===== src/rtl/fspr_consts.svh =====
`ifndef FSPR_CONSTS_SVH
`define FSPR_CONSTS_SVH
// Summary of operation
// [RULE1] Device locks down an unlocked-disabled block when write-protect falls.
// [RULE2] Device remembers prior lock state to resolve write-protect rise from locked-down.
// [RULE3] All blocks come up locked, not locked-down, after reset.
// [RULE4] Status bit 7 is one when the write engine is ready.
// [RULE5] Status bit 6 is one while a block erase is suspended.
// [RULE6] Status bit 5 is one after a failed erase.
// [RULE7] Status bit 4 is one after a failed program.
// [RULE8] Status bit 3 reports low program supply, sampled only after operations.
// [RULE9] Status bit 2 is one while a program is suspended.
// [RULE10] Status bit 1 reports an attempt on a locked block.
// [RULE11] Each partition has its own status; ready does not mean engine free.
// [RULE12] Host polls bit 7 and ignores bits 6..1 while it is zero.
// [RULE13] Bits 5 and 4 both set mean an improper command sequence.
// [RULE14] Host masks reserved status and extended status bits.
// [RULE15] Extended status bit 7 shows page-buffer program command acceptance.
// [RULE16] Host reissues page-buffer command until accepted, before loading data; the host gives up after POLL_LIMIT reissues and loads no data.
// [RULE17] Layout field bits 10..8 map planes to partitions (codes 000,001,010,100).
// [RULE18] Codes 110,101,011 give three partitions; 111 gives four.
// [RULE19] Code 000 forbids simultaneous read-while-write.
// [RULE20] Layout field resets to 001 bottom-parameter or 100 top-parameter.
// [RULE21] Host masks layout bits 15..11 and 7..0.
// [RULE22] Chip erase and one-time program cannot be suspended.
// [RULE23] Status reads drive the addressed partition's word, reserved bits zero.

// ----------------------------------------
// Commands
// ----------------------------------------
`define FSPR_CMD_READ_STATUS 16'h0070
`define FSPR_CMD_CLEAR_STATUS 16'h0050
`define FSPR_CMD_BUF_PROGRAM 16'h00e8
`define FSPR_CMD_CONFIRM 16'h00d0
`define FSPR_CMD_READ_ARRAY 16'h00ff
`define FSPR_CMD_READ_ID 16'h0090
`define FSPR_CMD_SET_LAYOUT 16'h0060
`define FSPR_CMD_LAYOUT_CONFIRM 16'h0004

// ----------------------------------------
// Field positions and masks
// ----------------------------------------
`define FSPR_SR_READY_BIT 7
`define FSPR_SR_ERASE_ERR_BIT 5
`define FSPR_SR_PROG_ERR_BIT 4
`define FSPR_SR_MASK 16'h00fe
`define FSPR_XSR_ACCEPT_BIT 7
`define FSPR_XSR_MASK 16'h0080
`define FSPR_PCR_MASK 16'h0700
`define FSPR_PCR_LSB 8
`define FSPR_PCR_ID_ADDR 22'h000006

// ----------------------------------------
// Bus timing, cycles of 10 ns
// ----------------------------------------
`define FSPR_T_STROBE_NS 70
`define FSPR_T_STROBE_CYC ((`FSPR_T_STROBE_NS + 9) / 10)
`define FSPR_T_RECOVER_NS 30
`define FSPR_T_RECOVER_CYC ((`FSPR_T_RECOVER_NS + 9) / 10)
`endif


===== src/rtl/fspr_pkg.sv =====
package fspr_pkg;
  // Host orders
  typedef enum logic [2:0] {
    FSPR_OP_STATUS = 3'h0,
    FSPR_OP_BUF_PROGRAM = 3'h1,
    FSPR_OP_READ_LAYOUT = 3'h2,
    FSPR_OP_WRITE_LAYOUT = 3'h3,
    FSPR_OP_CLEAR_STATUS = 3'h4
  } fspr_op_type;

  // Bus sequencer, Gray from IDLE through DONE; DONE back to IDLE flips all three bits
  typedef enum logic [2:0] {
    FSPR_IDLE = 3'b000,
    FSPR_WR_CMD = 3'b001,
    FSPR_WR_GAP = 3'b011,
    FSPR_RD_CMD = 3'b010,
    FSPR_RD_DATA = 3'b110,
    FSPR_DONE = 3'b111
  } fspr_state_type;
endpackage : fspr_pkg


===== src/rtl/fspr_host.sv =====
`timescale 1ns/1ps
`include "fspr_consts.svh"
// ----------------------------------------
// Flash status and layout host controller
// ----------------------------------------
module fspr_host #(
  parameter int ADDR_W = 22,
  parameter int POLL_LIMIT = 4095
) (
  input wire logic sys_clk,
  input wire logic rst,
  input wire logic req_valid,
  input wire fspr_pkg::fspr_op_type req_op,
  input wire logic [ADDR_W-1:0] req_addr,
  input wire logic [2:0] req_layout,
  output logic req_ready,
  output logic rsp_valid,
  output logic rsp_engine_ready,
  output logic [6:0] rsp_status_bits,
  output logic rsp_sequence_error,
  output logic rsp_buffer_accept,
  output logic [2:0] rsp_plane_grouping_code,
  output logic rsp_timeout,
  output logic [ADDR_W-1:0] flash_addr,
  output logic [15:0] flash_dq_out,
  input wire logic [15:0] flash_dq_in,
  output logic flash_dq_oe_n,
  output logic flash_ce_n,
  output logic flash_we_n,
  output logic flash_oe_n
);
  fspr_pkg::fspr_state_type state_q, state_d;
  logic [15:0] dq_s1_q, dq_s2_q;
  logic [3:0] tcnt_q;
  logic [11:0] polls_q;
  logic [1:0] wr_idx_q;
  logic [1:0] wr_cnt_q;
  fspr_pkg::fspr_op_type op_q;
  logic [ADDR_W-1:0] addr_q;
  logic [2:0] layout_q;
  logic [15:0] word_d;
  logic [15:0] cmd_word;
  logic timer_done, status_word, ready_bit, poll_more;

  // ----------------------------------------
  // Decode
  // ----------------------------------------
  // The write count per order: layout write is two cycles with data on address
  assign req_ready = (state_q == fspr_pkg::FSPR_IDLE);
  assign timer_done = (tcnt_q == 4'h0);
  assign status_word = (op_q == fspr_pkg::FSPR_OP_STATUS) || (op_q == fspr_pkg::FSPR_OP_BUF_PROGRAM);
  assign ready_bit = dq_s2_q[`FSPR_SR_READY_BIT];
  // Buffer command reports acceptance on extended bit 7; status polls wait on bit 7
  assign poll_more = status_word && !ready_bit && (polls_q != POLL_LIMIT[11:0]); // [RULE12] [RULE16]
  assign cmd_word = (op_q == fspr_pkg::FSPR_OP_BUF_PROGRAM) ? `FSPR_CMD_BUF_PROGRAM :
    (op_q == fspr_pkg::FSPR_OP_READ_LAYOUT) ? `FSPR_CMD_READ_ID :
    (op_q == fspr_pkg::FSPR_OP_CLEAR_STATUS) ? `FSPR_CMD_CLEAR_STATUS :
    (op_q == fspr_pkg::FSPR_OP_WRITE_LAYOUT && wr_idx_q != 2'h0) ? `FSPR_CMD_LAYOUT_CONFIRM :
    (op_q == fspr_pkg::FSPR_OP_WRITE_LAYOUT) ? `FSPR_CMD_SET_LAYOUT : `FSPR_CMD_READ_STATUS;

  // ----------------------------------------
  // Sequencer
  // ----------------------------------------
  // Each order writes its command cycles, then reads one word, again on each busy poll, unless it is write-only
  always_comb begin
    state_d = state_q;
    case (state_q)
      fspr_pkg::FSPR_IDLE: begin
        if (req_valid) begin
          state_d = fspr_pkg::FSPR_WR_CMD;
        end
      end
      fspr_pkg::FSPR_WR_CMD: begin
        if (timer_done) begin
          state_d = fspr_pkg::FSPR_WR_GAP;
        end
      end
      fspr_pkg::FSPR_WR_GAP: begin
        if (timer_done && wr_idx_q != wr_cnt_q) begin
          state_d = fspr_pkg::FSPR_WR_CMD;
        end else if (timer_done && (op_q == fspr_pkg::FSPR_OP_CLEAR_STATUS)) begin
          state_d = fspr_pkg::FSPR_DONE;
        end else if (timer_done) begin
          state_d = fspr_pkg::FSPR_RD_CMD;
        end
      end
      fspr_pkg::FSPR_RD_CMD: begin
        if (timer_done) begin
          state_d = fspr_pkg::FSPR_RD_DATA;
        end
      end
      // A refused buffer command is written again before the next look at its flag
      fspr_pkg::FSPR_RD_DATA: begin
        if (timer_done && poll_more && (op_q == fspr_pkg::FSPR_OP_BUF_PROGRAM)) begin
          state_d = fspr_pkg::FSPR_WR_CMD; // [RULE16]
        end else if (timer_done && poll_more) begin
          state_d = fspr_pkg::FSPR_RD_CMD;
        end else if (timer_done) begin
          state_d = fspr_pkg::FSPR_DONE;
        end
      end
      fspr_pkg::FSPR_DONE: begin
        state_d = fspr_pkg::FSPR_IDLE;
      end
      default: begin
        state_d = fspr_pkg::FSPR_IDLE;
      end
    endcase
  end

  always_ff @(posedge sys_clk or posedge rst) begin
    if (rst) begin
      state_q <= fspr_pkg::FSPR_IDLE;
    end else begin
      state_q <= state_d;
    end
  end

  // Data bus from the flash is asynchronous to us, so two stages first
  always_ff @(posedge sys_clk or posedge rst) begin
    if (rst) begin
      dq_s1_q <= 16'h0000;
      dq_s2_q <= 16'h0000;
    end else begin
      dq_s1_q <= flash_dq_in;
      dq_s2_q <= dq_s1_q;
    end
  end

  // ----------------------------------------
  // Strobe timer and counters
  // ----------------------------------------
  // Read phase holds OE two extra cycles to cover the input synchroniser
  always_ff @(posedge sys_clk or posedge rst) begin
    if (rst) begin
      tcnt_q <= 4'h0;
    end else if (state_d != state_q && (state_d == fspr_pkg::FSPR_WR_GAP)) begin
      tcnt_q <= 4'(`FSPR_T_RECOVER_CYC - 1);
    end else if (state_d != state_q && (state_d == fspr_pkg::FSPR_RD_DATA)) begin
      tcnt_q <= 4'(`FSPR_T_STROBE_CYC + 1);
    end else if (state_d != state_q) begin
      tcnt_q <= 4'(`FSPR_T_STROBE_CYC - 1);
    end else if (!timer_done) begin
      tcnt_q <= tcnt_q - 4'h1;
    end
  end

  // Latch the order and count write cycles and polls
  always_ff @(posedge sys_clk or posedge rst) begin
    if (rst) begin
      op_q <= fspr_pkg::FSPR_OP_STATUS;
      addr_q <= '0;
      layout_q <= 3'h0;
      wr_idx_q <= 2'h0;
      wr_cnt_q <= 2'h0;
      polls_q <= 12'h000;
    end else if (state_q == fspr_pkg::FSPR_IDLE && req_valid) begin
      op_q <= req_op;
      addr_q <= req_addr;
      layout_q <= req_layout;
      wr_idx_q <= 2'h0;
      wr_cnt_q <= (req_op == fspr_pkg::FSPR_OP_WRITE_LAYOUT) ? 2'h1 : 2'h0;
      polls_q <= 12'h000;
    end else begin
      if (state_q == fspr_pkg::FSPR_WR_GAP && state_d == fspr_pkg::FSPR_WR_CMD) begin
        wr_idx_q <= wr_idx_q + 2'h1;
      end
      if (state_q == fspr_pkg::FSPR_RD_DATA && (state_d == fspr_pkg::FSPR_RD_CMD || state_d == fspr_pkg::FSPR_WR_CMD)) begin
        polls_q <= polls_q + 12'h001;
      end
    end
  end

  // ----------------------------------------
  // Flash pins
  // ----------------------------------------
  // Layout code travels on address bits during the write, read back via identifier space
  always_comb begin
    word_d = addr_q[15:0];
    if (op_q == fspr_pkg::FSPR_OP_WRITE_LAYOUT) begin
      word_d = 16'({layout_q, 8'h00}); // [RULE17] [RULE18]
    end
  end

  always_ff @(posedge sys_clk or posedge rst) begin
    if (rst) begin
      flash_addr <= '0;
      flash_dq_out <= 16'h0000;
      flash_dq_oe_n <= 1'b1;
      flash_ce_n <= 1'b1;
      flash_we_n <= 1'b1;
      flash_oe_n <= 1'b1;
    end else begin
      flash_dq_out <= cmd_word;
      flash_dq_oe_n <= !(state_d == fspr_pkg::FSPR_WR_CMD || state_d == fspr_pkg::FSPR_WR_GAP);
      flash_we_n <= !(state_d == fspr_pkg::FSPR_WR_CMD);
      flash_oe_n <= !(state_d == fspr_pkg::FSPR_RD_DATA);
      flash_ce_n <= !(state_d == fspr_pkg::FSPR_WR_CMD || state_d == fspr_pkg::FSPR_RD_DATA);
      if (op_q == fspr_pkg::FSPR_OP_WRITE_LAYOUT) begin
        flash_addr <= ADDR_W'(word_d);
      end else if (op_q == fspr_pkg::FSPR_OP_READ_LAYOUT) begin
        flash_addr <= addr_q | ADDR_W'(`FSPR_PCR_ID_ADDR);
      end else begin
        flash_addr <= addr_q;
      end
    end
  end

  // ----------------------------------------
  // Answer
  // ----------------------------------------
  // Reserved bits are masked before anything reaches the user
  always_ff @(posedge sys_clk or posedge rst) begin
    if (rst) begin
      rsp_valid <= 1'b0;
      rsp_engine_ready <= 1'b0;
      rsp_status_bits <= 7'h00;
      rsp_sequence_error <= 1'b0;
      rsp_buffer_accept <= 1'b0;
      rsp_plane_grouping_code <= 3'h0;
      rsp_timeout <= 1'b0;
    end else begin
      rsp_valid <= (state_q == fspr_pkg::FSPR_DONE);
      if (state_q == fspr_pkg::FSPR_RD_DATA && timer_done) begin
        rsp_engine_ready <= ready_bit; // [RULE11]
        // Status bits 6..1 are meaningless while busy, so they read zero then
        rsp_status_bits <= ready_bit ? 7'((dq_s2_q & `FSPR_SR_MASK) >> 1) : 7'h00; // [RULE12] [RULE14]
        rsp_sequence_error <= ready_bit && dq_s2_q[`FSPR_SR_ERASE_ERR_BIT] && dq_s2_q[`FSPR_SR_PROG_ERR_BIT];
        rsp_buffer_accept <= (op_q == fspr_pkg::FSPR_OP_BUF_PROGRAM) && |(dq_s2_q & `FSPR_XSR_MASK); // [RULE16]
        rsp_plane_grouping_code <= 3'((dq_s2_q & `FSPR_PCR_MASK) >> `FSPR_PCR_LSB); // [RULE21]
        rsp_timeout <= status_word && !ready_bit;
      end
    end
  end
endmodule : fspr_host


===== config.mk =====
export PLATFORM = sky130hd
export DESIGN_NAME = fspr_host
export DESIGN_NICKNAME = d
export VERILOG_FILES = /design/src/rtl/fspr_pkg.sv /design/src/rtl/fspr_host.sv
export VERILOG_INCLUDE_DIRS = /design/src /design/src/rtl
export SDC_FILE = /design/constraint.sdc
export NUM_CORES = 1
export LEC_CHECK = 0
export BUFFER_PORTS_ARGS = -buffer_cell sky130_fd_sc_hd__buf_2
export CORE_MARGIN = 3
export CORE_UTILIZATION = 45
export DETAILED_ROUTE_END_ITERATION = 10
export PLACE_DENSITY_LB_ADDON = 0.15
export SLEW_MARGIN = 20
export SYNTH_ARGS = -nofsm -noshare
export SYNTH_HDL_FRONTEND = slang
export SYNTH_SLANG_ARGS = --single-unit
export TNS_END_PERCENT = 1

===== constraint.sdc =====
create_clock -name sys_clk -period 7.5 [get_ports sys_clk]
set_input_delay 1.5 -clock sys_clk [delete_from_list [all_inputs] [get_ports sys_clk]]
set_output_delay 1.5 -clock sys_clk [all_outputs]
set_load 0.05 [all_outputs]

== Word level (Yosys, flattened, before mapping) ==
Index checks and enable logic that the tools add are counted.

* Output and inout port bits: 58
* Memories: 0
* Memory bits (read-only): 0
* Input bits: 47
* Register bits: 122
* Latch bits: 0
* Bits in writable memories: 0

* Equal/unequal tests: 18
* Magnitude comparators: 0
* Multipliers: 0
* Bitwise logic cells: 0
* Shift-type cells: 0
* Divide/modulo/power cells: 0
* Add/sub/neg operators: 3
* Multiplexer cells: 27
* Reductions and logical operators: 31

{| class="wikitable"
|+ Operator list
! operator !! number
|-
| two-way mux 3 bit || 10
|-
| two-way mux 12 bit || 2
|-
| two-way mux 22 bit || 1
|-
| equality test 3 x 2 -> 1 bit (second input constant) || 7
|-
| two-way mux 7 bit || 3
|-
| logical AND 1 bit || 16
|-
| two-way mux 4 bit || 4
|-
| two-way mux 8 bit || 2
|-
| case mux 3 bit (5 select lines) || 1
|-
| adder 12 x 1 -> 12 bit (second input constant) || 1
|-
| equality test 3 bit (second input constant) || 4
|-
| inequality test 12 bit (second input constant) || 1
|-
| equality test 3 x 1 -> 1 bit (second input constant) || 3
|-
| logical NOT 3 bit || 2
|-
| nonzero test 2 bit || 3
|-
| logical NOT 1 bit || 5
|-
| two-way mux 5 bit || 1
|-
| logical NOT 4 bit || 1
|-
| logical OR 1 bit || 4
|-
| two-way mux 2 bit || 2
|-
| inequality test 4 x 1 -> 1 bit (second input constant) || 1
|-
| subtractor 4 x 1 -> 4 bit (second input constant) || 1
|-
| inequality test 3 bit || 1
|-
| adder 2 x 1 -> 2 bit (second input constant) || 1
|-
| other kinds (2) || 2
|}

== Longest topological paths before layout ==
Gate-level depths: netlist (run 1).

* Depth after elaboration: 13
* Depth in mapped cells: 8
* Mapped depth without buffers: 8

== Worst setup path before layout (run 1) ==
No wires, ideal clock.

* Path kind: register to output
* Start point: register state_q[2]
* End point: output port req_ready
* Setup slack: 4,377 ps
* Cell stages (with the launch flop): 3
* Arrival time: 1,623 ps
* Path through: dfrtp_1 clkbuf_1 nor3_1

* Cells in the longest elaborated chain, start to end: 1

{| class="wikitable"
|+ RTL lines
! item !! RTL line !! text
|-
| from (decl) || fspr_host.sv:32 || <nowiki>fspr_pkg::fspr_state_type state_q, state_d;</nowiki>
|-
| from (signal assigned) || fspr_host.sv:113 || <nowiki>state_q <= fspr_pkg::FSPR_IDLE;</nowiki>
|-
| from (signal assigned) || fspr_host.sv:115 || <nowiki>state_q <= state_d;</nowiki>
|-
| logical NOT 3 bit || fspr_host.sv:49 || <nowiki>assign req_ready = (state_q == fspr_pkg::FSPR_IDLE);</nowiki>
|-
| to (decl) || fspr_host.sv:16 || <nowiki>output logic req_ready,</nowiki>
|}

No other way between the ends.

== Final worst setup path (run 1) ==
Same ends and word-level chain as after synthesis.

==> results of run 1 <==
-- report_power, final --
part	switching, mW	internal (mW)	total, mW
sequential	0.134	0.841	0.975
clock	0.265	0.480	0.745
combinational	0.525	0.293	0.818
-- metal layers --
layer / up-vias / global-route usage / part of all wire
li1: 1399 / - / -
met1: 1399 / 0.196 / 0.42
met2: 81 / 0.248 / 0.47
met3: 8 / 0.0879 / 0.092
met4: 0 / 0.0630 / 0.012
met5: - / 0 / 0
-- cell usage after synthesis (2+ instances only) --
master,instances,area [um2]
dfrtp_1,112,2800
mux2_2,36,405
nand2_1,29,109
and2_1,23,144
nor2_1,22,82.6
o21ai_0,15,75.1
buf_4,12,90.1
clkbuf_1,12,45.0
xor2_1,10,87.6
nand3_1,9,45.0
inv_1,8,30.0
xnor2_1,7,61.3
a21oi_1,6,30.0
nor3_1,5,25.0
dfstp_2,4,105
mux2i_1,4,40.0
nand4_1,4,25.0
a31oi_1,3,18.8
and3_1,3,18.8
ha_1,3,37.5
nand2b_1,3,18.8
nor3b_1,3,22.5
buf_2,2,10.0
nand3b_1,2,15.0
nor2b_1,2,12.5
nor4_2,2,25.0
or3_1,2,12.5
-- cell families (layout without fill, tap and decap cells) --
family          count (synthesis)  after routing  share of synthesized area
simple gates                  119            119                      0.143
flops                         116            116                      0.631
mux                            41             41                     0.0999
compound gates                 35             35                     0.0461
buf+inv                        35            128                     0.0388
xor+xnor                       17             17                     0.0323
fa+ha+maj                       3              3                    0.00814
other cells                     1             10                   0.000814
-- worst register-to-register path: stages (launching register included) --
cell,delay [ps]
dfrtp_1,400
inv_1,70
ha_1,230
nor3b_1,550
and2_1,300
nand2_1,480
o2111a_2,530
mux2_4,310
-- registers in the layout, summed over array words and instances (netlist names) --
name / flops
rsp_sequence_error: 1
polls_q: 12
flash_oe_n: 1
dq_s2_q: 10
layout_q: 3
op_q: 3
dq_s1_q: 10
rsp_plane_grouping_code: 3
flash_ce_n: 1
rsp_valid: 1
flash_we_n: 1
rsp_buffer_accept: 1
state_q: 3
addr_q: 22
rsp_status_bits: 6
tcnt_q: 4
wr_idx_q: 2
flash_addr: 22
flash_dq_oe_n: 1
rsp_timeout: 1
wr_cnt_q: 1
rsp_engine_ready: 1
flash_dq_out: 6
-- path summary, 6_finish.rpt --
check                              to  depth (start not counted)  slack (ps)        from
setup reg to reg            tcnt_q[1]                          7        4530   tcnt_q[0]
hold / removal             dq_s2_q[7]                          0         340  dq_s1_q[7]
hold reg to reg            dq_s2_q[7]                          0         340  dq_s1_q[7]
max in group asynchronous  addr_q[15]                          3        5190         rst
min in group asynchronous  dq_s2_q[8]                          2        1100         rst
setup / recovery            req_ready                          2        4290  state_q[2]
-- metrics by stage --
| stage | total power [mW] | instance area, um2 | std cells | hold WS (ps) | setup slack, ps |
|---|---|---|---|---|---|
| 2_1_floorplan | 1.64 | 4640 | 376 | 331 | 2930 |
| 3_3_place_gp | 1.79 | 5110 | 571 | 332 | 4270 |
| 3_5_place_dp | 1.81 | 5110 | 571 | 335 | 4260 |
| 4_1_cts | 2.57 | 5680 | 602 | 347 | 4280 |
| 5_1_grt | 2.69 | 5680 | 602 | 351 | 4190 |
| 6_report | 2.54 | 5680 | 602 | 345 | 4290 |
-- area by class of cell --
cell class / instances / area, um2
clock buffers: 24 / 490
repair buffers: 89 / 448
flip-flops and latches: 116 / 2910
fillers: 849 / 4190
inverters: 8 / 32.5
well taps: 133 / 166
multi-input cells: 225 / 1560
clock inverters: 7 / 72.6
==> qor.yml, run 1 <==
cts:
  numClockSinks: 116
  htree_levels: 4
  cts_tree: "yes"
  clk_latency_ps: 510
  cts_hold_buf: 0
  cts.path.max_buffers: 2
  post_cts_buffers: 0
  cts_resized: 0
  clock-root-buffer: "clkbuf_8"
  cts_buffers: 17
  cts.clk_slew.worst_paths_ps: 50
route:
  drc: 0
  wl_mm: 8.52
  vias_per_cell: 4.80
  vias: 2887
  wl_per_cell_um: 14.1
  postRouteAntennaNets: 0
  dr.pass1.iters: 4
  drt-initial-drc-count: 148
global_route:
  grt_pass1_vias: 3024
  grt_pass1_wl_mm: 14.4
  grt_max_degree: 61
  grt_usage: 0.163
  antenna_found_initial: 0
  gr-total-overflow: 0
synth:
  ys_ff_latch: 116
  ys_types: 51
  ys.flop_type: "dfrtp_1"
  syn-cell-area_um2: 4610
  synth_seq_area_share: 0.631
  netlist_instances: 367
  ys_warn_count: 0
  async_flop_share: 1.00
  synth_edf_count: 0
  syn_area_per_cell_um2: 12.6
sta:
  relSlewSlack: 0.336
  tightestPinTransition_ps: 996
  rsz0062_at_grt: "false"
  fmax_mhz: 312
  drv_slew: 0
  fin_crit_ps: 3210
  timing.final.crit_share: 0.428
  timing.setup.tns_ps: 0
  fin_skew_ps: 10.2
  hold_viol: 0
  setup_viol: 0
pwr:
  p_leak_nw: 2.71
  vdd_ir_drop_max_mv: 0.289
  powerDensity_nw_per_um2: 447
layout:
  final_common_cell: "dfrtp_1"
  syn2layout_area_growth_pct: 23.1
  layout_common_cells: "112 x dfrtp_1, 88 x buf_2, 36 x mux2_2"
  final_layout_size_suffix_gt1_frac: 0.365
  post-route-util: 0.575
  fin_nets: 507
  diodes: 0
die:
  rows: 36
  core-area_um2: 9860
  dieArea_um2: 11500
  initial_core_util: 0.467
  io_pins: 105
  die_y_um: 107
  die_w_um: 107
critical_path:
  max_stage_delay_ps: 550
  cpLargestDelayFamily: "flip-flops"
  critical_path_class: "reg -> out"
  path_cells: "nor3_1, buf_2"
  cp.required_ps: 6000
  cp.arrival_ps: 1710
  crit_slowest_cell: "dfrtp_1"
  end_kind: "output pin"
  critPathBufInv: 1
  start_kind: "flop"
  path_max_fanout: 17
place:
  dp_hpwl_mm: 5.61
  portBuffers: 88
  finalWeightedCongestion: 0.892
worst_hold_path:
  holdCritPathClass: "reg -> reg"
status:
  status: "finished clean"
run:
  maxCapViolCount: 0
Power figures use the tool's default switching activity.
==> run 2, diff against run 1 <==
clock period = 2.9 ns   (was 7.5 ns; I/O delays follow)
==> run 2 against run 1 <==
Against the previous run: critical path depth increased by 6; via count increased by 3.2%; total power increased to 2.7 times the previous value; sequential power increased to 2.6 times the previous value; die area unchanged; clock skew decreased by 5.5 ps; clock power increased to 2.9 times the previous value; flip-flop and latch count unchanged; highest routed layer unchanged; routed wire length increased by 2.1%.
==> qor.yml, run 2 (synthesis gave the netlist of run 1 again) <==
die:
  dieArea_um2: 11500
  die_y_um: 107
  io_pins: 105
  core-area_um2: 9860
  die_w_um: 107
  initial_core_util: 0.467
  rows: 36
layout:
  fillers: 815
  fin_nets: 514
  final_common_cell: "dfrtp_1"
  layout_common_cells: "112 x dfrtp_1, 88 x buf_2, 36 x mux2_2"
  reg_top3: "addr_q x22, flash_addr x22, polls_q x12"
  diodes: 0
  final_layout_size_suffix_gt1_frac: 0.374
  syn2layout_area_growth_pct: 26.0
  stdcell_count: 609
global_route:
  grt_pass1_vias: 2978
  grt_usage: 0.167
  grt_pass1_wl_mm: 14.6
  gr-total-overflow: 0
  antenna_found_initial: 0
  grt_max_degree: 50
pwr:
  p_leak_nw: 2.78
  powerDensity_nw_per_um2: 1180
  pwr-share-clk: 0.317
  p_comb_frac: 0.318
  power_mw: 6.85
  pwr-share-seq: 0.365
  vdd_ir_drop_max_mv: 0.582
  internal-power_mw: 4.45
  p_switching_mw: 2.40
  p_sw_frac: 0.350
cts:
  numClockSinks: 116
  clock-root-buffer: "clkbuf_8"
  cts_tree: "yes"
  cts_buffers: 17
  cts_resized: 0
  cts.clk_slew.worst_paths_ps: 50
  clk_latency_ps: 500
  cts_hold_buf: 0
  cts.path.max_buffers: 2
  htree_levels: 4
  post_cts_buffers: 0
status:
  status: "finished clean"
place:
  dp_hpwl_mm: 5.91
  dpl.cell_count: 578
  pre_cts_slack_ps: 248
  portBuffers: 88
  finalWeightedCongestion: 0.811
sta:
  fmax_mhz: 372
  tightestPinTransition_ps: 814
  relSlewSlack: 0.456
  rsz0062_at_grt: "false"
  timing.final.crit_share: 0.928
  layout_setup_ws_ps: 210
  fin_skew_ps: 4.78
  hold_viol: 0
  fin_crit_ps: 2690
  fin_hold_ws_ps: 183
  setup_viol: 0
  drv_slew: 0
route:
  wl_mm: 8.69
  drt-initial-drc-count: 119
  vias: 2978
  dr.pass1.iters: 4
  postRouteAntennaNets: 0
  drc: 0
  vias_per_cell: 4.89
  wl_per_cell_um: 14.3
run:
  maxCapViolCount: 0
critical_path:
  critical_path_class: "reg -> reg"
  cp.arrival_ps: 3080
  cp.required_ps: 3290
  path_max_fanout: 6
  end_kind: "flop"
  start_kind: "flop"
worst_hold_path:
  holdCritPathClass: "in -> reg"
-- run 2: cell count changes in the layout (fill, tap and decap cells not counted), sizes merged --
cell	before	now
clkinv	4	5
inv	8	7
clkbuf	24	20
bufinv	1	5
buf	89	96
-- run 2: through the flow --
| step | util | TNS [ps] | cell area, um2 |
|---|---|---|---|
| floorplan | - | -2770 | 4650 |
| global placement | 0.526 | 0 | 5190 |
| detailed placement | 0.526 | 0 | 5190 |
| CTS | 0.589 | 0 | 5810 |
| global route | 0.589 | 0 | 5810 |
| finish | 0.589 | 0 | 5810 |
-- run 2: final timing paths --
check / start / to / slack (ps) / cells past startpoint
setup / recovery: tcnt_q[0] / tcnt_q[1] / 210 / 8
hold / removal: flash_dq_in[8] / dq_s1_q[8] / 180 / 1
setup reg to reg: tcnt_q[0] / tcnt_q[1] / 210 / 8
hold reg to reg: dq_s1_q[10] / dq_s2_q[10] / 350 / 0
max in group asynchronous: rst / flash_addr[1] / 1990 / 3
min in group asynchronous: rst / dq_s2_q[9] / 230 / 2
-- run 2: area by class of cell --
cell class,count,area (um2),area share
timing repair buffer,96,526,0.0905
inverter,8,33.8,0.00582
sequential,116,2910,0.501
tap,133,166,0.0286
multi-input combinational,225,1560,0.268
clock inverter,11,183,0.0314
clock buffer,20,435,0.0750
-- run 2: critical path, stage by stage (launching register included) --
cell and delay [ps]:
dfrtp_1 410, inv_1 70, ha_1 240, or3b_4 440, or4_4 500, nor3_2 270
nand3_1 110, o2111a_2 230, mux2_4 300
-- run 2: routing by layer --
metal	wire, um	global-route usage	vias to the layer above
li1	-	-	1414
met1	3610	0.202	1470
met2	4260	0.255	82
met3	691	0.0771	12
met4	136	0.0758	0
met5	0	0	-
-- run 2: power groups by stage --
stage	logic (mW)	clock network, mW	registers, mW
2_1_floorplan	1.09	0	3.14
3_3_place_gp	2.15	0	2.50
3_5_place_dp	2.20	0	2.53
4_1_cts	2.21	2.22	2.51
5_1_grt	2.37	2.29	2.58
6_report	2.18	2.17	2.50
==> run 3, diff against run 2 <==
==> constraint.sdc (replaced) <==
create_clock -name sys_clk -period 2.9 [get_ports sys_clk]
set_input_delay 0.145 -clock sys_clk [delete_from_list [all_inputs] [get_ports sys_clk]]
set_output_delay 0.145 -clock sys_clk [all_outputs]
set_load 0.05 [all_outputs]
==> run 3 against run 2 <==
Against the previous run: register-to-register slack better by 20 ps; clock-buffer cell count up 4; cell count up 6.6%; combinational power up 2%; sequential power about the same; total power up 1.9%; non-clock buffer count up 39; cell area up 7.3%; clock skew up 3.8 ps; critical path depth unchanged; setup slack better by 20 ps; first-iteration DRC count down 0.84%; largest power group unchanged.
==> qor.yml, run 3 (synthesis gave the netlist of run 1 again) <==
die:
  io_pins: 105
  die_y_um: 107
  core-area_um2: 9860
  initial_core_util: 0.467
  rows: 36
  dieArea_um2: 11500
  die_w_um: 107
cts:
  cts.clk_slew.worst_paths_ps: 60
  htree_levels: 4
  cts.path.max_buffers: 2
  cts_buffers: 17
  clock-root-buffer: "clkbuf_8"
  cts_tree: "yes"
  numClockSinks: 116
  cts_resized: 0
  clk_latency_ps: 510
route:
  postRouteAntennaNets: 0
  drt-initial-drc-count: 118
  vias: 3091
  wl_mm: 9.13
  dr.pass1.iters: 4
  vias_per_cell: 4.76
  drc: 0
  wl_per_cell_um: 14.1
sta:
  timing.final.crit_share: 0.921
  fin_crit_ps: 2670
  rsz0062_at_grt: "false"
  timing.setup.tns_ps: 0
  drv_slew: 0
  hold_viol: 0
  relSlewSlack: 0.460
  fmax_mhz: 374
  fin_skew_ps: 8.60
  setup_viol: 0
  tightestPinTransition_ps: 807
layout:
  final_area_um2: 6230
  fin_nets: 553
  syn2layout_area_growth_pct: 35.2
  reg_top3: "addr_q x22, flash_addr x22, polls_q x12"
  diodes: 0
  stdcell_count: 649
  final_common_cell: "dfrtp_1"
  post-route-util: 0.632
  layout_common_cells: "112 x dfrtp_1, 88 x buf_2, 39 x dlygate4sd3_1"
  final_layout_size_suffix_gt1_frac: 0.345
place:
  dpl.cell_count: 578
  placed_area_um2: 5190
  dp_hpwl_mm: 5.94
  portBuffers: 88
  finalWeightedCongestion: 0.819
global_route:
  grt_pass1_vias: 3145
  antenna_found_initial: 0
  grt_max_degree: 61
  grt_pass1_wl_mm: 15.6
  grt_usage: 0.176
  gr-total-overflow: 0
critical_path:
  end_kind: "flop"
  path_max_fanout: 6
  start_kind: "flop"
  cp.arrival_ps: 3060
  critical_path_class: "reg -> reg"
  cp.required_ps: 3290
pwr:
  vdd_ir_drop_max_mv: 0.586
  powerDensity_nw_per_um2: 1120
  p_leak_nw: 2.96
status:
  status: "finished clean"
worst_hold_path:
  holdCritPathClass: "in -> async"
run:
  maxCapViolCount: 0
[run 3: worst max-delay path: stages, from the launching register on]
cell and delay [ps]:
dfrtp_1 400, inv_1 70, ha_1 260, or3b_4 450, or4_4 490, nor3_2 260, nand3_1 100, o2111a_2 230
mux2_4 300
[run 3: repair_timing]
action / in CTS / in global routing
hold buffers: 39 / 0
setup endpoints to repair: 0 / 0
buffers inserted: 0 / 0
endpoints found under the hold margin: 62 / 0
[run 3: worst paths after layout]
check                             endpoint      startpoint  slack, ps  cells after the start
worst max-delay path             tcnt_q[1]       tcnt_q[0]        230                      8
worst min-delay path            dq_s1_q[9]             rst        230                      3
worst max register to register   tcnt_q[1]       tcnt_q[0]        230                      8
worst min register to register  dq_s2_q[6]      dq_s1_q[6]        340                      0
max in group asynchronous       flash_we_n             rst       1840                      4
min in group sys_clk            dq_s1_q[3]  flash_dq_in[3]        280                      2
[run 3: per-stage QoR]
| stage | hold WS (ps) | setup WS, ps | power (mW) |
|---|---|---|---|
| after floorplan | 176 | -103 | 4.23 |
| after global placement | 220 | 315 | 4.66 |
| after detailed placement | 223 | 284 | 4.72 |
| after CTS | 221 | 221 | 7.05 |
| after global routing | 249 | 103 | 7.39 |
| final | 233 | 229 | 6.98 |
[run 3: layout make-up]
class / instances / area [um2]
timing repair buffer: 135 / 916
tap: 133 / 166
clock buffer: 24 / 480
multi-input combinational: 225 / 1560
sequential: 116 / 2910
inverter: 8 / 33.8
fill: 774 / 3630
clock inverter: 8 / 171
[run 3: where the power goes]
| group | switching [mW] | internal [mW] | leakage, nW |
|---|---|---|---|
| Clock | 0.685 | 1.57 | 0.316 |
| Sequential | 0.328 | 2.17 | 1.43 |
| Combinational | 1.39 | 0.822 | 1.21 |
| Total | 2.41 | 4.57 | 2.96 |
[run 3: metal layers]
layer	global-route usage	vias up	part of all wire
li1	-	1493	-
met1	0.216	1499	0.41
met2	0.276	91	0.51
met3	0.0765	8	0.069
met4	0.0676	0	0.011
met5	0	-	0
